### src/common/dcg_consts.svh
// Purpose: offsets, field positions, reset values and counts of the
//          deviation clear and electronic gear block
// Assumes: byte addresses on an 8-bit AXI4-Lite address
// Notes:   definitions only
`ifndef DCG_CONSTS_SVH
`define DCG_CONSTS_SVH

// =====================================================================
// register byte offsets
`define DCG_OFF_CLR_MODE   8'h00
`define DCG_OFF_GEAR_WIDTH 8'h04
`define DCG_OFF_SHORT_NUM  8'h08
`define DCG_OFF_SHORT_DEN  8'h0C
`define DCG_OFF_LNUM_HI    8'h10
`define DCG_OFF_LNUM_LO    8'h14
`define DCG_OFF_LDEN_HI    8'h18
`define DCG_OFF_LDEN_LO    8'h1C
`define DCG_OFF_DEVIATION  8'h20
`define DCG_OFF_STATUS     8'h24

// =====================================================================
// field positions and encodings
`define DCG_CLR_MODE_LSB   4
`define DCG_CLR_MODE_MSB   7
`define DCG_GEAR_LONG_BIT  2
`define DCG_MODE_SERVO_OFF 4'h0
`define DCG_MODE_NEVER     4'h1
`define DCG_MODE_BOTH      4'h2

// =====================================================================
// reset values, scale and counts
`define DCG_RST_CLR_MODE   16'h0000
`define DCG_RST_GEAR_WIDTH 16'h0000
`define DCG_RST_SHORT_NUM  16'h0001
`define DCG_RST_SHORT_DEN  16'h0001
`define DCG_RST_LONG_HI    16'h0000
`define DCG_RST_LONG_LO    16'h0001
`define DCG_LONG_SCALE     16'h2710
`define DCG_DIV_STEPS      6'h20
`define DCG_RESP_OKAY      2'h0
`define DCG_RESP_SLVERR    2'h2

`endif

### src/common/dcg_pkg.sv
// Purpose: shared types of the deviation clear and gear block
// Assumes: nothing
// Notes:   numbers live in dcg_consts.svh
package dcg_pkg;
	// =================================================================
	// types
	typedef logic [31:0] dcg_word_t;
	typedef logic [15:0] dcg_half_t;
	typedef enum logic [1:0] {
		DCG_IDLE   = 2'b01,
		DCG_DIVIDE = 2'b10
	} dcg_core_e;
endpackage

### src/common/dcg_gear_if.sv
// Purpose: carries ratio and divide traffic between the gear modules
// Assumes: one clock domain
// Notes:   divisor is the denominator latched when start is seen
`timescale 1ns/100ps
`default_nettype none
interface dcg_gear_if;
	// =================================================================
	// ratio and divider signals
	logic [31:0] num;
	logic [31:0] den;
	logic        start;
	logic [31:0] dividend;
	logic        done;
	logic [31:0] quotient;
	logic [31:0] remainder;

	modport ratio  (output num, den);
	modport divsrv (input start, dividend, den,
		output done, quotient, remainder);
	modport core   (input num, den, done, quotient, remainder,
		output start, dividend);
endinterface
`default_nettype wire

### src/logic/dcg_ratio.sv
// Purpose: picks and forms the gear numerator and denominator
// Assumes: parameter values steady while pulses run
// Notes:   a zero denominator is forced to one
`timescale 1ns/100ps
`default_nettype none
`include "dcg_consts.svh"
module dcg_ratio (
	input  wire logic         clk,
	input  wire logic         arst_n,
	input  wire logic         clk_en,
	input  wire logic         width_long,
	input  wire dcg_pkg::dcg_half_t short_num,
	input  wire dcg_pkg::dcg_half_t short_den,
	input  wire dcg_pkg::dcg_half_t lnum_hi,
	input  wire dcg_pkg::dcg_half_t lnum_lo,
	input  wire dcg_pkg::dcg_half_t lden_hi,
	input  wire dcg_pkg::dcg_half_t lden_lo,
	dcg_gear_if.ratio         g
);
	import dcg_pkg::*;

	dcg_word_t num_d, num_q, den_d, den_q, lnum, lden;

	// =================================================================
	// ratio selection; registered to keep the multiply off the core path
	always_comb begin
		lnum = 32'(lnum_hi) * `DCG_LONG_SCALE + 32'(lnum_lo);
		lden = 32'(lden_hi) * `DCG_LONG_SCALE + 32'(lden_lo);
		num_d = width_long ? lnum : {16'h0000, short_num};
		den_d = width_long ? lden : {16'h0000, short_den};
		if (den_d == 32'h00000000) begin
			den_d = 32'h00000001;
		end
	end

	always_ff @(posedge clk or negedge arst_n) begin
		if (!arst_n) begin
			num_q <= 32'h00000001;
			den_q <= 32'h00000001;
		end else if (clk_en) begin
			num_q <= num_d;
			den_q <= den_d;
		end
	end

	assign g.num = num_q;
	assign g.den = den_q;
endmodule // dcg_ratio
`default_nettype wire

### src/logic/dcg_divider.sv
// Purpose: restoring divider, one quotient bit per enabled cycle
// Assumes: divisor non-zero
// Notes:   a new start abandons any division in flight
`timescale 1ns/100ps
`default_nettype none
`include "dcg_consts.svh"
module dcg_divider (
	input  wire logic clk,
	input  wire logic arst_n,
	input  wire logic clk_en,
	dcg_gear_if.divsrv g
);
	import dcg_pkg::*;

	dcg_word_t   acc_d, acc_q, quo_d, quo_q, dvs_d, dvs_q;
	logic [5:0]  cnt_d, cnt_q;
	logic        busy_d, busy_q, done_d, done_q;
	logic [32:0] trial;

	// =================================================================
	// shift dividend out of quo_q while quotient bits shift in
	always_comb begin
		acc_d  = acc_q;
		quo_d  = quo_q;
		dvs_d  = dvs_q;
		cnt_d  = cnt_q;
		busy_d = busy_q;
		done_d = 1'b0;
		trial  = {acc_q, quo_q[31]} - {1'b0, dvs_q};
		if (g.start) begin
			acc_d  = 32'h00000000;
			quo_d  = g.dividend;
			dvs_d  = g.den;
			cnt_d  = `DCG_DIV_STEPS;
			busy_d = 1'b1;
		end else if (busy_q) begin
			if (!trial[32]) begin
				acc_d = trial[31:0];
				quo_d = {quo_q[30:0], 1'b1};
			end else begin
				acc_d = {acc_q[30:0], quo_q[31]};
				quo_d = {quo_q[30:0], 1'b0};
			end
			cnt_d = cnt_q - 6'h01;
			if (cnt_q == 6'h01) begin
				busy_d = 1'b0;
				done_d = 1'b1;
			end
		end
	end

	always_ff @(posedge clk or negedge arst_n) begin
		if (!arst_n) begin
			acc_q  <= 32'h00000000;
			quo_q  <= 32'h00000000;
			dvs_q  <= 32'h00000001;
			cnt_q  <= 6'h00;
			busy_q <= 1'b0;
			done_q <= 1'b0;
		end else if (clk_en) begin
			acc_q  <= acc_d;
			quo_q  <= quo_d;
			dvs_q  <= dvs_d;
			cnt_q  <= cnt_d;
			busy_q <= busy_d;
			done_q <= done_d;
		end
	end

	assign g.done      = done_q;
	assign g.quotient  = quo_q;
	assign g.remainder = acc_q;
endmodule // dcg_divider
`default_nettype wire

### src/logic/dcg_top.sv
// Purpose: deviation counter with clear modes and electronic gear
// Assumes: inputs synchronous to clk; one reference pulse is a
//          one-cycle high on ref_pulse with ref_dir beside it
// Notes:   registers over AXI4-Lite; all state frozen while clk_en low
`timescale 1ns/100ps
`default_nettype none
`include "dcg_consts.svh"

// Functional notes
// - A low deviation clear input holds the deviation counter at zero.
// - A low deviation clear input stops the loop error output.
// - Pulses taken while servo is off stay unless a clear mode acts.
// - Mode 0 clears on servo off and keeps the count on overtravel.
// - Mode 1 never clears the counter on its own.
// - Mode 2 clears on servo off or overtravel unless zero clamp is on.
// - A width bit picks the short or the long ratio pair.
// - Long numerator and denominator are high times 10000 plus low.
// - Each reference pulse is one unit scaled by the chosen ratio.
module dcg_top (
	input  wire logic        clk,
	input  wire logic        arst_n,
	input  wire logic        clk_en,
	input  wire logic [7:0]  s_axi_awaddr,
	input  wire logic        s_axi_awvalid,
	output logic             s_axi_awready,
	input  wire logic [31:0] s_axi_wdata,
	input  wire logic [3:0]  s_axi_wstrb,
	input  wire logic        s_axi_wvalid,
	output logic             s_axi_wready,
	output logic [1:0]       s_axi_bresp,
	output logic             s_axi_bvalid,
	input  wire logic        s_axi_bready,
	input  wire logic [7:0]  s_axi_araddr,
	input  wire logic        s_axi_arvalid,
	output logic             s_axi_arready,
	output logic [31:0]      s_axi_rdata,
	output logic [1:0]       s_axi_rresp,
	output logic             s_axi_rvalid,
	input  wire logic        s_axi_rready,
	input  wire logic        deviation_clear_n,
	input  wire logic        servo_on,
	input  wire logic        overtravel,
	input  wire logic        zero_clamp,
	input  wire logic        ref_pulse,
	input  wire logic        ref_dir,
	input  wire logic [15:0] fb_delta,
	output logic [31:0]      deviation,
	output logic [31:0]      loop_error,
	output logic             loop_run
);
	import dcg_pkg::*;

	// =================================================================
	// declarations
	dcg_half_t   clr_mode_d, clr_mode_q, gwidth_d, gwidth_q;
	dcg_half_t   snum_d, snum_q, sden_d, sden_q;
	dcg_half_t   lnh_d, lnh_q, lnl_d, lnl_q, ldh_d, ldh_q, ldl_d, ldl_q;
	logic [7:0]  awaddr_d, awaddr_q;
	dcg_word_t   wdata_d, wdata_q;
	logic [3:0]  wstrb_d, wstrb_q;
	logic        awh_d, awh_q, wh_d, wh_q;
	logic        awrdy_d, awrdy_q, wrdy_d, wrdy_q;
	logic        bvalid_d, bvalid_q, arrdy_d, arrdy_q;
	logic        rvalid_d, rvalid_q;
	logic [1:0]  bresp_d, bresp_q, rresp_d, rresp_q;
	dcg_word_t   rdata_d, rdata_q;
	dcg_core_e   state_d, state_q;
	logic signed [15:0] pend_d, pend_q;
	logic signed [31:0] dev_d, dev_q, err_d, err_q;
	dcg_word_t   rem_d, rem_q, divd_d, divd_q;
	logic        fwd_d, fwd_q, start_d, start_q;
	logic        run_d, run_q, clr_d, clr_q;
	logic [3:0]  mode;
	logic        auto_clr, clearing;
	logic signed [15:0] pend_in;

	dcg_gear_if  gif ();

	// =================================================================
	// gear helpers
	dcg_ratio u_ratio (
		.clk        (clk),
		.arst_n     (arst_n),
		.clk_en     (clk_en),
		.width_long (gwidth_q[`DCG_GEAR_LONG_BIT]),
		.short_num  (snum_q),
		.short_den  (sden_q),
		.lnum_hi    (lnh_q),
		.lnum_lo    (lnl_q),
		.lden_hi    (ldh_q),
		.lden_lo    (ldl_q),
		.g          (gif.ratio)
	);

	dcg_divider u_div (
		.clk    (clk),
		.arst_n (arst_n),
		.clk_en (clk_en),
		.g      (gif.divsrv)
	);

	assign gif.start    = start_q;
	assign gif.dividend = divd_q;

	// byte-lane merge into a 16-bit parameter
	function automatic dcg_half_t merge16(input dcg_half_t old,
		input dcg_word_t d, input logic [3:0] s);
		merge16 = {s[1] ? d[15:8] : old[15:8], s[0] ? d[7:0] : old[7:0]};
	endfunction

	// =================================================================
	// bus slave: address and data may arrive in either order
	always_comb begin
		awaddr_d   = awaddr_q;
		wdata_d    = wdata_q;
		wstrb_d    = wstrb_q;
		awh_d      = awh_q;
		wh_d       = wh_q;
		bvalid_d   = bvalid_q;
		bresp_d    = bresp_q;
		arrdy_d    = arrdy_q;
		rvalid_d   = rvalid_q;
		rresp_d    = rresp_q;
		rdata_d    = rdata_q;
		clr_mode_d = clr_mode_q;
		gwidth_d   = gwidth_q;
		snum_d     = snum_q;
		sden_d     = sden_q;
		lnh_d      = lnh_q;
		lnl_d      = lnl_q;
		ldh_d      = ldh_q;
		ldl_d      = ldl_q;
		if (bvalid_q && s_axi_bready) begin
			bvalid_d = 1'b0;
		end
		if (s_axi_awvalid && awrdy_q) begin
			awh_d    = 1'b1;
			awaddr_d = s_axi_awaddr;
		end
		if (s_axi_wvalid && wrdy_q) begin
			wh_d    = 1'b1;
			wdata_d = s_axi_wdata;
			wstrb_d = s_axi_wstrb;
		end
		// write only once the previous response has gone
		if (awh_q && wh_q && !bvalid_q) begin
			awh_d    = 1'b0;
			wh_d     = 1'b0;
			bvalid_d = 1'b1;
			bresp_d  = `DCG_RESP_OKAY;
			case (awaddr_q)
				`DCG_OFF_CLR_MODE:
					clr_mode_d = merge16(clr_mode_q, wdata_q, wstrb_q);
				`DCG_OFF_GEAR_WIDTH:
					gwidth_d = merge16(gwidth_q, wdata_q, wstrb_q);
				`DCG_OFF_SHORT_NUM: snum_d = merge16(snum_q, wdata_q, wstrb_q);
				`DCG_OFF_SHORT_DEN: sden_d = merge16(sden_q, wdata_q, wstrb_q);
				`DCG_OFF_LNUM_HI:   lnh_d  = merge16(lnh_q, wdata_q, wstrb_q);
				`DCG_OFF_LNUM_LO:   lnl_d  = merge16(lnl_q, wdata_q, wstrb_q);
				`DCG_OFF_LDEN_HI:   ldh_d  = merge16(ldh_q, wdata_q, wstrb_q);
				`DCG_OFF_LDEN_LO:   ldl_d  = merge16(ldl_q, wdata_q, wstrb_q);
				`DCG_OFF_DEVIATION, `DCG_OFF_STATUS: bresp_d = `DCG_RESP_OKAY;
				default: bresp_d = `DCG_RESP_SLVERR;
			endcase
		end
		awrdy_d = !awh_d;
		wrdy_d  = !wh_d;
		// reads answer one cycle after the address is taken
		if (rvalid_q && s_axi_rready) begin
			rvalid_d = 1'b0;
			arrdy_d  = 1'b1;
		end
		if (s_axi_arvalid && arrdy_q) begin
			arrdy_d  = 1'b0;
			rvalid_d = 1'b1;
			rresp_d  = `DCG_RESP_OKAY;
			case (s_axi_araddr)
				`DCG_OFF_CLR_MODE:   rdata_d = {16'h0000, clr_mode_q};
				`DCG_OFF_GEAR_WIDTH: rdata_d = {16'h0000, gwidth_q};
				`DCG_OFF_SHORT_NUM:  rdata_d = {16'h0000, snum_q};
				`DCG_OFF_SHORT_DEN:  rdata_d = {16'h0000, sden_q};
				`DCG_OFF_LNUM_HI:    rdata_d = {16'h0000, lnh_q};
				`DCG_OFF_LNUM_LO:    rdata_d = {16'h0000, lnl_q};
				`DCG_OFF_LDEN_HI:    rdata_d = {16'h0000, ldh_q};
				`DCG_OFF_LDEN_LO:    rdata_d = {16'h0000, ldl_q};
				`DCG_OFF_DEVIATION:  rdata_d = dev_q;
				`DCG_OFF_STATUS: rdata_d = {29'h00000000,
					state_q == DCG_DIVIDE, clr_q, run_q};
				default: begin
					rdata_d = 32'h00000000;
					rresp_d = `DCG_RESP_SLVERR;
				end
			endcase
		end
	end

	always_ff @(posedge clk or negedge arst_n) begin
		if (!arst_n) begin
			awaddr_q   <= 8'h00;
			wdata_q    <= 32'h00000000;
			wstrb_q    <= 4'h0;
			awh_q      <= 1'b0;
			wh_q       <= 1'b0;
			awrdy_q    <= 1'b1;
			wrdy_q     <= 1'b1;
			bvalid_q   <= 1'b0;
			bresp_q    <= `DCG_RESP_OKAY;
			arrdy_q    <= 1'b1;
			rvalid_q   <= 1'b0;
			rresp_q    <= `DCG_RESP_OKAY;
			rdata_q    <= 32'h00000000;
			clr_mode_q <= `DCG_RST_CLR_MODE;
			gwidth_q   <= `DCG_RST_GEAR_WIDTH;
			snum_q     <= `DCG_RST_SHORT_NUM;
			sden_q     <= `DCG_RST_SHORT_DEN;
			lnh_q      <= `DCG_RST_LONG_HI;
			lnl_q      <= `DCG_RST_LONG_LO;
			ldh_q      <= `DCG_RST_LONG_HI;
			ldl_q      <= `DCG_RST_LONG_LO;
		end else if (clk_en) begin
			awaddr_q   <= awaddr_d;
			wdata_q    <= wdata_d;
			wstrb_q    <= wstrb_d;
			awh_q      <= awh_d;
			wh_q       <= wh_d;
			awrdy_q    <= awrdy_d;
			wrdy_q     <= wrdy_d;
			bvalid_q   <= bvalid_d;
			bresp_q    <= bresp_d;
			arrdy_q    <= arrdy_d;
			rvalid_q   <= rvalid_d;
			rresp_q    <= rresp_d;
			rdata_q    <= rdata_d;
			clr_mode_q <= clr_mode_d;
			gwidth_q   <= gwidth_d;
			snum_q     <= snum_d;
			sden_q     <= sden_d;
			lnh_q      <= lnh_d;
			lnl_q      <= lnl_d;
			ldh_q      <= ldh_d;
			ldl_q      <= ldl_d;
		end
	end

	// =================================================================
	// clear decision
	always_comb begin
		mode = clr_mode_q[`DCG_CLR_MODE_MSB:`DCG_CLR_MODE_LSB];
		case (mode)
			`DCG_MODE_SERVO_OFF: auto_clr = !servo_on;
			`DCG_MODE_NEVER: auto_clr = 1'b0;
			// off or overtravel, not in clamp
			`DCG_MODE_BOTH: auto_clr = !zero_clamp && (!servo_on || overtravel);
			default: auto_clr = 1'b0; // reserved codes behave as never
		endcase
		clearing = !deviation_clear_n || auto_clr;
	end

	// =================================================================
	// gear engine and deviation counter
	// pulses queue in pend_q because a division takes 34 cycles
	always_comb begin
		state_d = state_q;
		fwd_d   = fwd_q;
		rem_d   = rem_q;
		divd_d  = divd_q;
		start_d = 1'b0;
		pend_in = ref_pulse ? (ref_dir ? 16'sh0001 : -16'sh0001) : 16'sh0000;
		pend_d  = pend_q + pend_in;
		dev_d   = dev_q - 32'(signed'(fb_delta));
		case (state_q)
			DCG_IDLE: begin
				if (pend_q != 16'sh0000) begin
					fwd_d   = !pend_q[15];
					pend_d  = pend_q + pend_in + (pend_q[15] ? 16'sh0001 : -16'sh0001);
					divd_d  = pend_q[15] ? gif.num + gif.den - 32'h00000001 - rem_q
						: rem_q + gif.num;
					start_d = 1'b1;
					state_d = DCG_DIVIDE;
				end
			end
			DCG_DIVIDE: begin
				if (gif.done) begin
					dev_d   = fwd_q ? dev_d + signed'(gif.quotient)
						: dev_d - signed'(gif.quotient);
					rem_d   = fwd_q ? gif.remainder
						: gif.den - 32'h00000001 - gif.remainder;
					state_d = DCG_IDLE;
				end
			end
			default: state_d = DCG_IDLE;
		endcase
		// clear forces zero, pending pulses dropped too
		if (clearing) begin
			dev_d   = 32'sh00000000;
			pend_d  = 16'sh0000;
			rem_d   = 32'h00000000;
			start_d = 1'b0;
			state_d = DCG_IDLE;
		end
		run_d = deviation_clear_n;
		err_d = run_d ? dev_d : 32'sh00000000;
		clr_d = clearing;
	end

	always_ff @(posedge clk or negedge arst_n) begin
		if (!arst_n) begin
			state_q <= DCG_IDLE;
			fwd_q   <= 1'b1;
			rem_q   <= 32'h00000000;
			divd_q  <= 32'h00000000;
			start_q <= 1'b0;
			pend_q  <= 16'sh0000;
			dev_q   <= 32'sh00000000;
			err_q   <= 32'sh00000000;
			run_q   <= 1'b0;
			clr_q   <= 1'b0;
		end else if (clk_en) begin
			state_q <= state_d;
			fwd_q   <= fwd_d;
			rem_q   <= rem_d;
			divd_q  <= divd_d;
			start_q <= start_d;
			pend_q  <= pend_d;
			dev_q   <= dev_d;
			err_q   <= err_d;
			run_q   <= run_d;
			clr_q   <= clr_d;
		end
	end

	// =================================================================
	// outputs, all straight from flops
	assign s_axi_awready = awrdy_q;
	assign s_axi_wready  = wrdy_q;
	assign s_axi_bvalid  = bvalid_q;
	assign s_axi_bresp   = bresp_q;
	assign s_axi_arready = arrdy_q;
	assign s_axi_rvalid  = rvalid_q;
	assign s_axi_rresp   = rresp_q;
	assign s_axi_rdata   = rdata_q;
	assign deviation     = dev_q;
	assign loop_error    = err_q;
	assign loop_run      = run_q;
endmodule // dcg_top
`default_nettype wire

### config.mk
export PLATFORM = sky130hd
export DESIGN_NAME = dcg_top
export DESIGN_NICKNAME = d
export VERILOG_FILES = /design/src/common/dcg_pkg.sv /design/src/common/dcg_gear_if.sv /design/src/logic/dcg_ratio.sv /design/src/logic/dcg_divider.sv /design/src/logic/dcg_top.sv
export VERILOG_INCLUDE_DIRS = /design/src /design/src/common
export SDC_FILE = /design/constraint.sdc
export NUM_CORES = 2
export LEC_CHECK = 0
export BUFFER_PORTS_ARGS = -buffer_cell sky130_fd_sc_hd__buf_2
export CAP_MARGIN = 20
export CORE_MARGIN = 4
export CORE_UTILIZATION = 43
export CTS_BUF_LIST = sky130_fd_sc_hd__clkbuf_8
export CTS_CLUSTER_SIZE = 25
export DETAILED_ROUTE_END_ITERATION = 8
export SLEW_MARGIN = 20
export SYNTH_ARGS = -nofsm -noshare
export SYNTH_HDL_FRONTEND = slang
export SYNTH_SLANG_ARGS = --single-unit
export TNS_END_PERCENT = 50
### constraint.sdc
create_clock -name clk -period 8.2 [get_ports clk]
set_clock_uncertainty 0.2 [all_clocks]
set_input_delay 0 -clock clk [delete_from_list [all_inputs] [get_ports clk]]
set_output_delay 0 -clock clk [all_outputs]
set_load 0.1 [all_outputs]
==> impl_metrics.py <==
metrics = {
    "synth": {
        "synth_top_area_frac": 0.3140,
        "ys_async_sr_fraction": 1.000,
        "synthCells": 4408,
        "yosys.area.top_type": "dfrtp_1",
        "ys_ff_latch": 510,
        "yosysMostFrequentCell": "dfrtp_1",
        "ys_top_cells_by_area": "dfrtp_1 (31%), ha_1 (12%), fa_1 (5.6%)",
        "syn-mean-instance-area_um2": 9.005,
        "yosysSeqAreaShare": 0.3219,
        "synth-main-ff-cell": "dfrtp_1",
        "yosysWarnings": 0,
        "syn-cell-area_um2": 39690,
        "synth.top_cells.by_count": "dfrtp_1 (498), inv_1 (481), ha_1 (381)",
        "synth.distinct_cells": 99,
        "synth-edff-count": 0,
    },
    "global_route": {
        "antenna_found_initial": 2,
        "grt_max_degree": 169,
        "overflow": 0,
        "grtUsageTotal": 0.2469,
        "grt_pass1_wl_um": 190900,
        "grt_pass1_vias": 33480,
    },
    "clock_tree": {
        "cts_buffers": 93,
        "ctsRootBufferMaster": "clkbuf_8",
        "clock_latency_ns": 0.74,
        "cts_tree": "done",
        "clk_pin_slew_ns": 0.06,
        "ctsHoldBuffers": 130,
        "post-cts-setup-buffers": 0,
        "cts-htree-levels": 3,
        "clock-sinks": 510,
        "clk_path_buf_depth": 3,
        "cts_resized": 0,
    },
    "worst_setup_path": {
        "arrival_ns": 7.37,
        "crit_type": "reg2reg",
        "path_cells": "inv_1 > fa_1 > inv_1 > ha_1 > fa_1 > ha_1 > inv_1 > fa_1 > inv_1 > ha_1 > o21a_1 > o2111a_1 > a221oi_2 > o2111a_1 > a311oi_1 > a2111oi_1 > nand2_1 > or2_1 > nor2_1 > xor2_1 > nand3_1 > o21ai_0",
        "cp.required_ns": 8.63,
        "path_buf_inv": 4,
        "cpMaxStageDelayCell": "fa_1",
        "crit_path_end_kind": "flip-flop",
        "start_kind": "flip-flop",
        "critPathMaxFanout": 7,
        "cpLargestDelayFamily": "adder cells",
        "cp_common_cell": "inv_1",
        "slowest_delay_ns": 0.55,
    },
    "drt": {
        "via_per_inst": 5.642,
        "drtIter0Drc": 2215,
        "drt-total-wl_um": 122300,
        "wl_per_cell_um": 20.51,
        "antenna_left": 0,
        "vias": 33650,
        "drc": 0,
        "drtPass1Iterations": 6,
    },
    "finish": {
        "syn2layout_area_growth_pct": 14.09,
        "multi_input_area_um2": 24590,
        "fillCellCount": 8694,
        "layout.nets": 5275,
        "seqCellArea_um2": 12780,
        "layout-drive-gt1-share": 0.1179,
    },
    "placement": {
        "port_buffers": 167,
        "dp_hpwl_um": 91520,
        "gp_congestion": 0.9030,
    },
    "timing": {
        "grt_setup_unrepaired": "false",
        "worst_slew_pin_slew_ns": 1.088,
        "drv_slew": 0,
        "fin_setup_tns_ns": 0,
        "max_freq_ghz": 0.1442,
        "period_share": 0.8455,
        "period_minus_slack_ns": 6.933,
        "hold_viol": 0,
        "slew_headroom": 0.2716,
        "setup_viol": 0,
    },
    "floorplan": {
        "initial_utilization": 0.4330,
        "die_area_um2": 97230,
        "die_x_um": 311.8,
        "num_rows": 111,
        "io_pins": 188,
        "core_um2": 91660,
        "die-height_um": 311.8,
    },
    "min_path": {
        "min_path_type": "in2reg",
    },
    "status": {
        "status": "finished clean",
    },
    "job": {
        "maxCapViolations": 0,
    },
}
## worst reg2reg max path: cells and delay by family, from the launching register on
family / cells / cell delay [ns]
simple gates: 4 / 0.82
fa+ha+maj: 6 / 2.39
compound gates: 7 / 2.02
buf+inv: 4 / 0.35
xor+xnor: 1 / 0.54
flops: 1 / 0.50
## placed cells by master (no fill, tap or decap), types with 35 or more instances in the layout
| cell type | count |
|---|---|
| nor2_1 | 254 |
| xor2_1 | 109 |
| nand2b_1 | 37 |
| dfrtp_1 | 495 |
| nor3_1 | 66 |
| dlygate4sd3_1 | 129 |
| a22oi_1 | 35 |
| buf_4 | 37 |
| and3_1 | 35 |
| a21oi_1 | 293 |
| o21a_1 | 37 |
| clkbuf_8 | 120 |
| nor2b_1 | 53 |
| buf_2 | 165 |
| fa_1 | 111 |
| inv_1 | 507 |
| nand2_1 | 373 |
| a21o_1 | 129 |
| o21ai_0 | 361 |
| o22ai_1 | 49 |
| ha_1 | 381 |
| mux2i_1 | 87 |
| xnor2_1 | 170 |
| nand3_1 | 102 |
| mux2_2 | 131 |
## kinds of logic (layout without fill, tap and decap cells)
kind of cell               after synthesis  after routing  share of synthesized area
adders and majority gates              492            492                     0.1761
AOI/OAI and AO/OA                     1234           1234                     0.1976
muxes                                  218            218                    0.05910
xor gates and xnor gates               279            279                    0.06156
and+or+nand+nor                       1053           1053                     0.1232
other                                    1              4                 0.00009447
DFF                                    510            510                     0.3219
buffers and inverters                  621            989                    0.06043
## routing by layer
metal | share of wire | routed length, µm | vias to the layer above | track usage
li1 | - | - | 16140 | -
met1 | 0.43 | 53180 | 16380 | 0.3222
met2 | 0.47 | 57140 | 911 | 0.4137
met3 | 0.060 | 7348 | 219 | 0.04183
met4 | 0.038 | 4659 | 0 | 0.08897
met5 | 0 | 0 | - | 0
## per-stage QoR
step / util / cells / instance area (µm²) / setup slack, ns / hold slack (ns)
finish: 0.4940 / 5965 / 45290 / 1.267 / 0.07863
global route: 0.4940 / 5964 / 45280 / 0.9787 / 0.07965
detailed placement: 0.4563 / 5661 / 41830 / 1.395 / -0.1626
CTS: 0.4939 / 5962 / 45270 / 1.331 / 0.0007044
floorplan: - / 4409 / 39700 / 2.445 / -0.4956
global placement: 0.4563 / 5661 / 41830 / 1.482 / -0.1642
## sequential cells by signal (all words and copies together), names as in the netlist, 32 cells and up
register	cells
loop_error	32
divd_q	32
rem_q	32
s_axi_rdata	32
u_div.g.quotient	32
deviation	32
u_div.g.remainder	32
## final timing paths
kind / startpoint / end / slack [ns] / cells past startpoint
max in group asynchronous: arst_n / ldh_q[13]$_DFFE_PN0P_ / 6.46 / 4
max: ldh_q[8]$_DFFE_PN0P_ / u_ratio.g.den[27]$_DFFE_PN0P_ / 1.27 / 22
min: s_axi_araddr[5] / s_axi_rdata[10]$_DFFE_PN0P_ / 0.08 / 6
min reg2reg: s_axi_rdata[20]$_DFFE_PN0P_ / s_axi_rdata[20]$_DFFE_PN0P_ / 0.26 / 2
max reg2reg: ldh_q[8]$_DFFE_PN0P_ / u_ratio.g.den[27]$_DFFE_PN0P_ / 1.27 / 22
min in group asynchronous: arst_n / u_div.dvs_q[0]$_DFFE_PN1P_ / 0.30 / 3
## area by class of cell
class,instances,area share
antenna,2,0.0001105
clock buffer,120,0.03647
timing repair buffer,336,0.05495
inverter,482,0.03995
multi-input combinational,3278,0.5430
clock inverter,51,0.01050
tap,1186,0.03277
sequential,510,0.2822
Power is left out: the tool's default activity adds up to more than one toggle a clock period on the data nets, which glitch-free logic cannot reach.
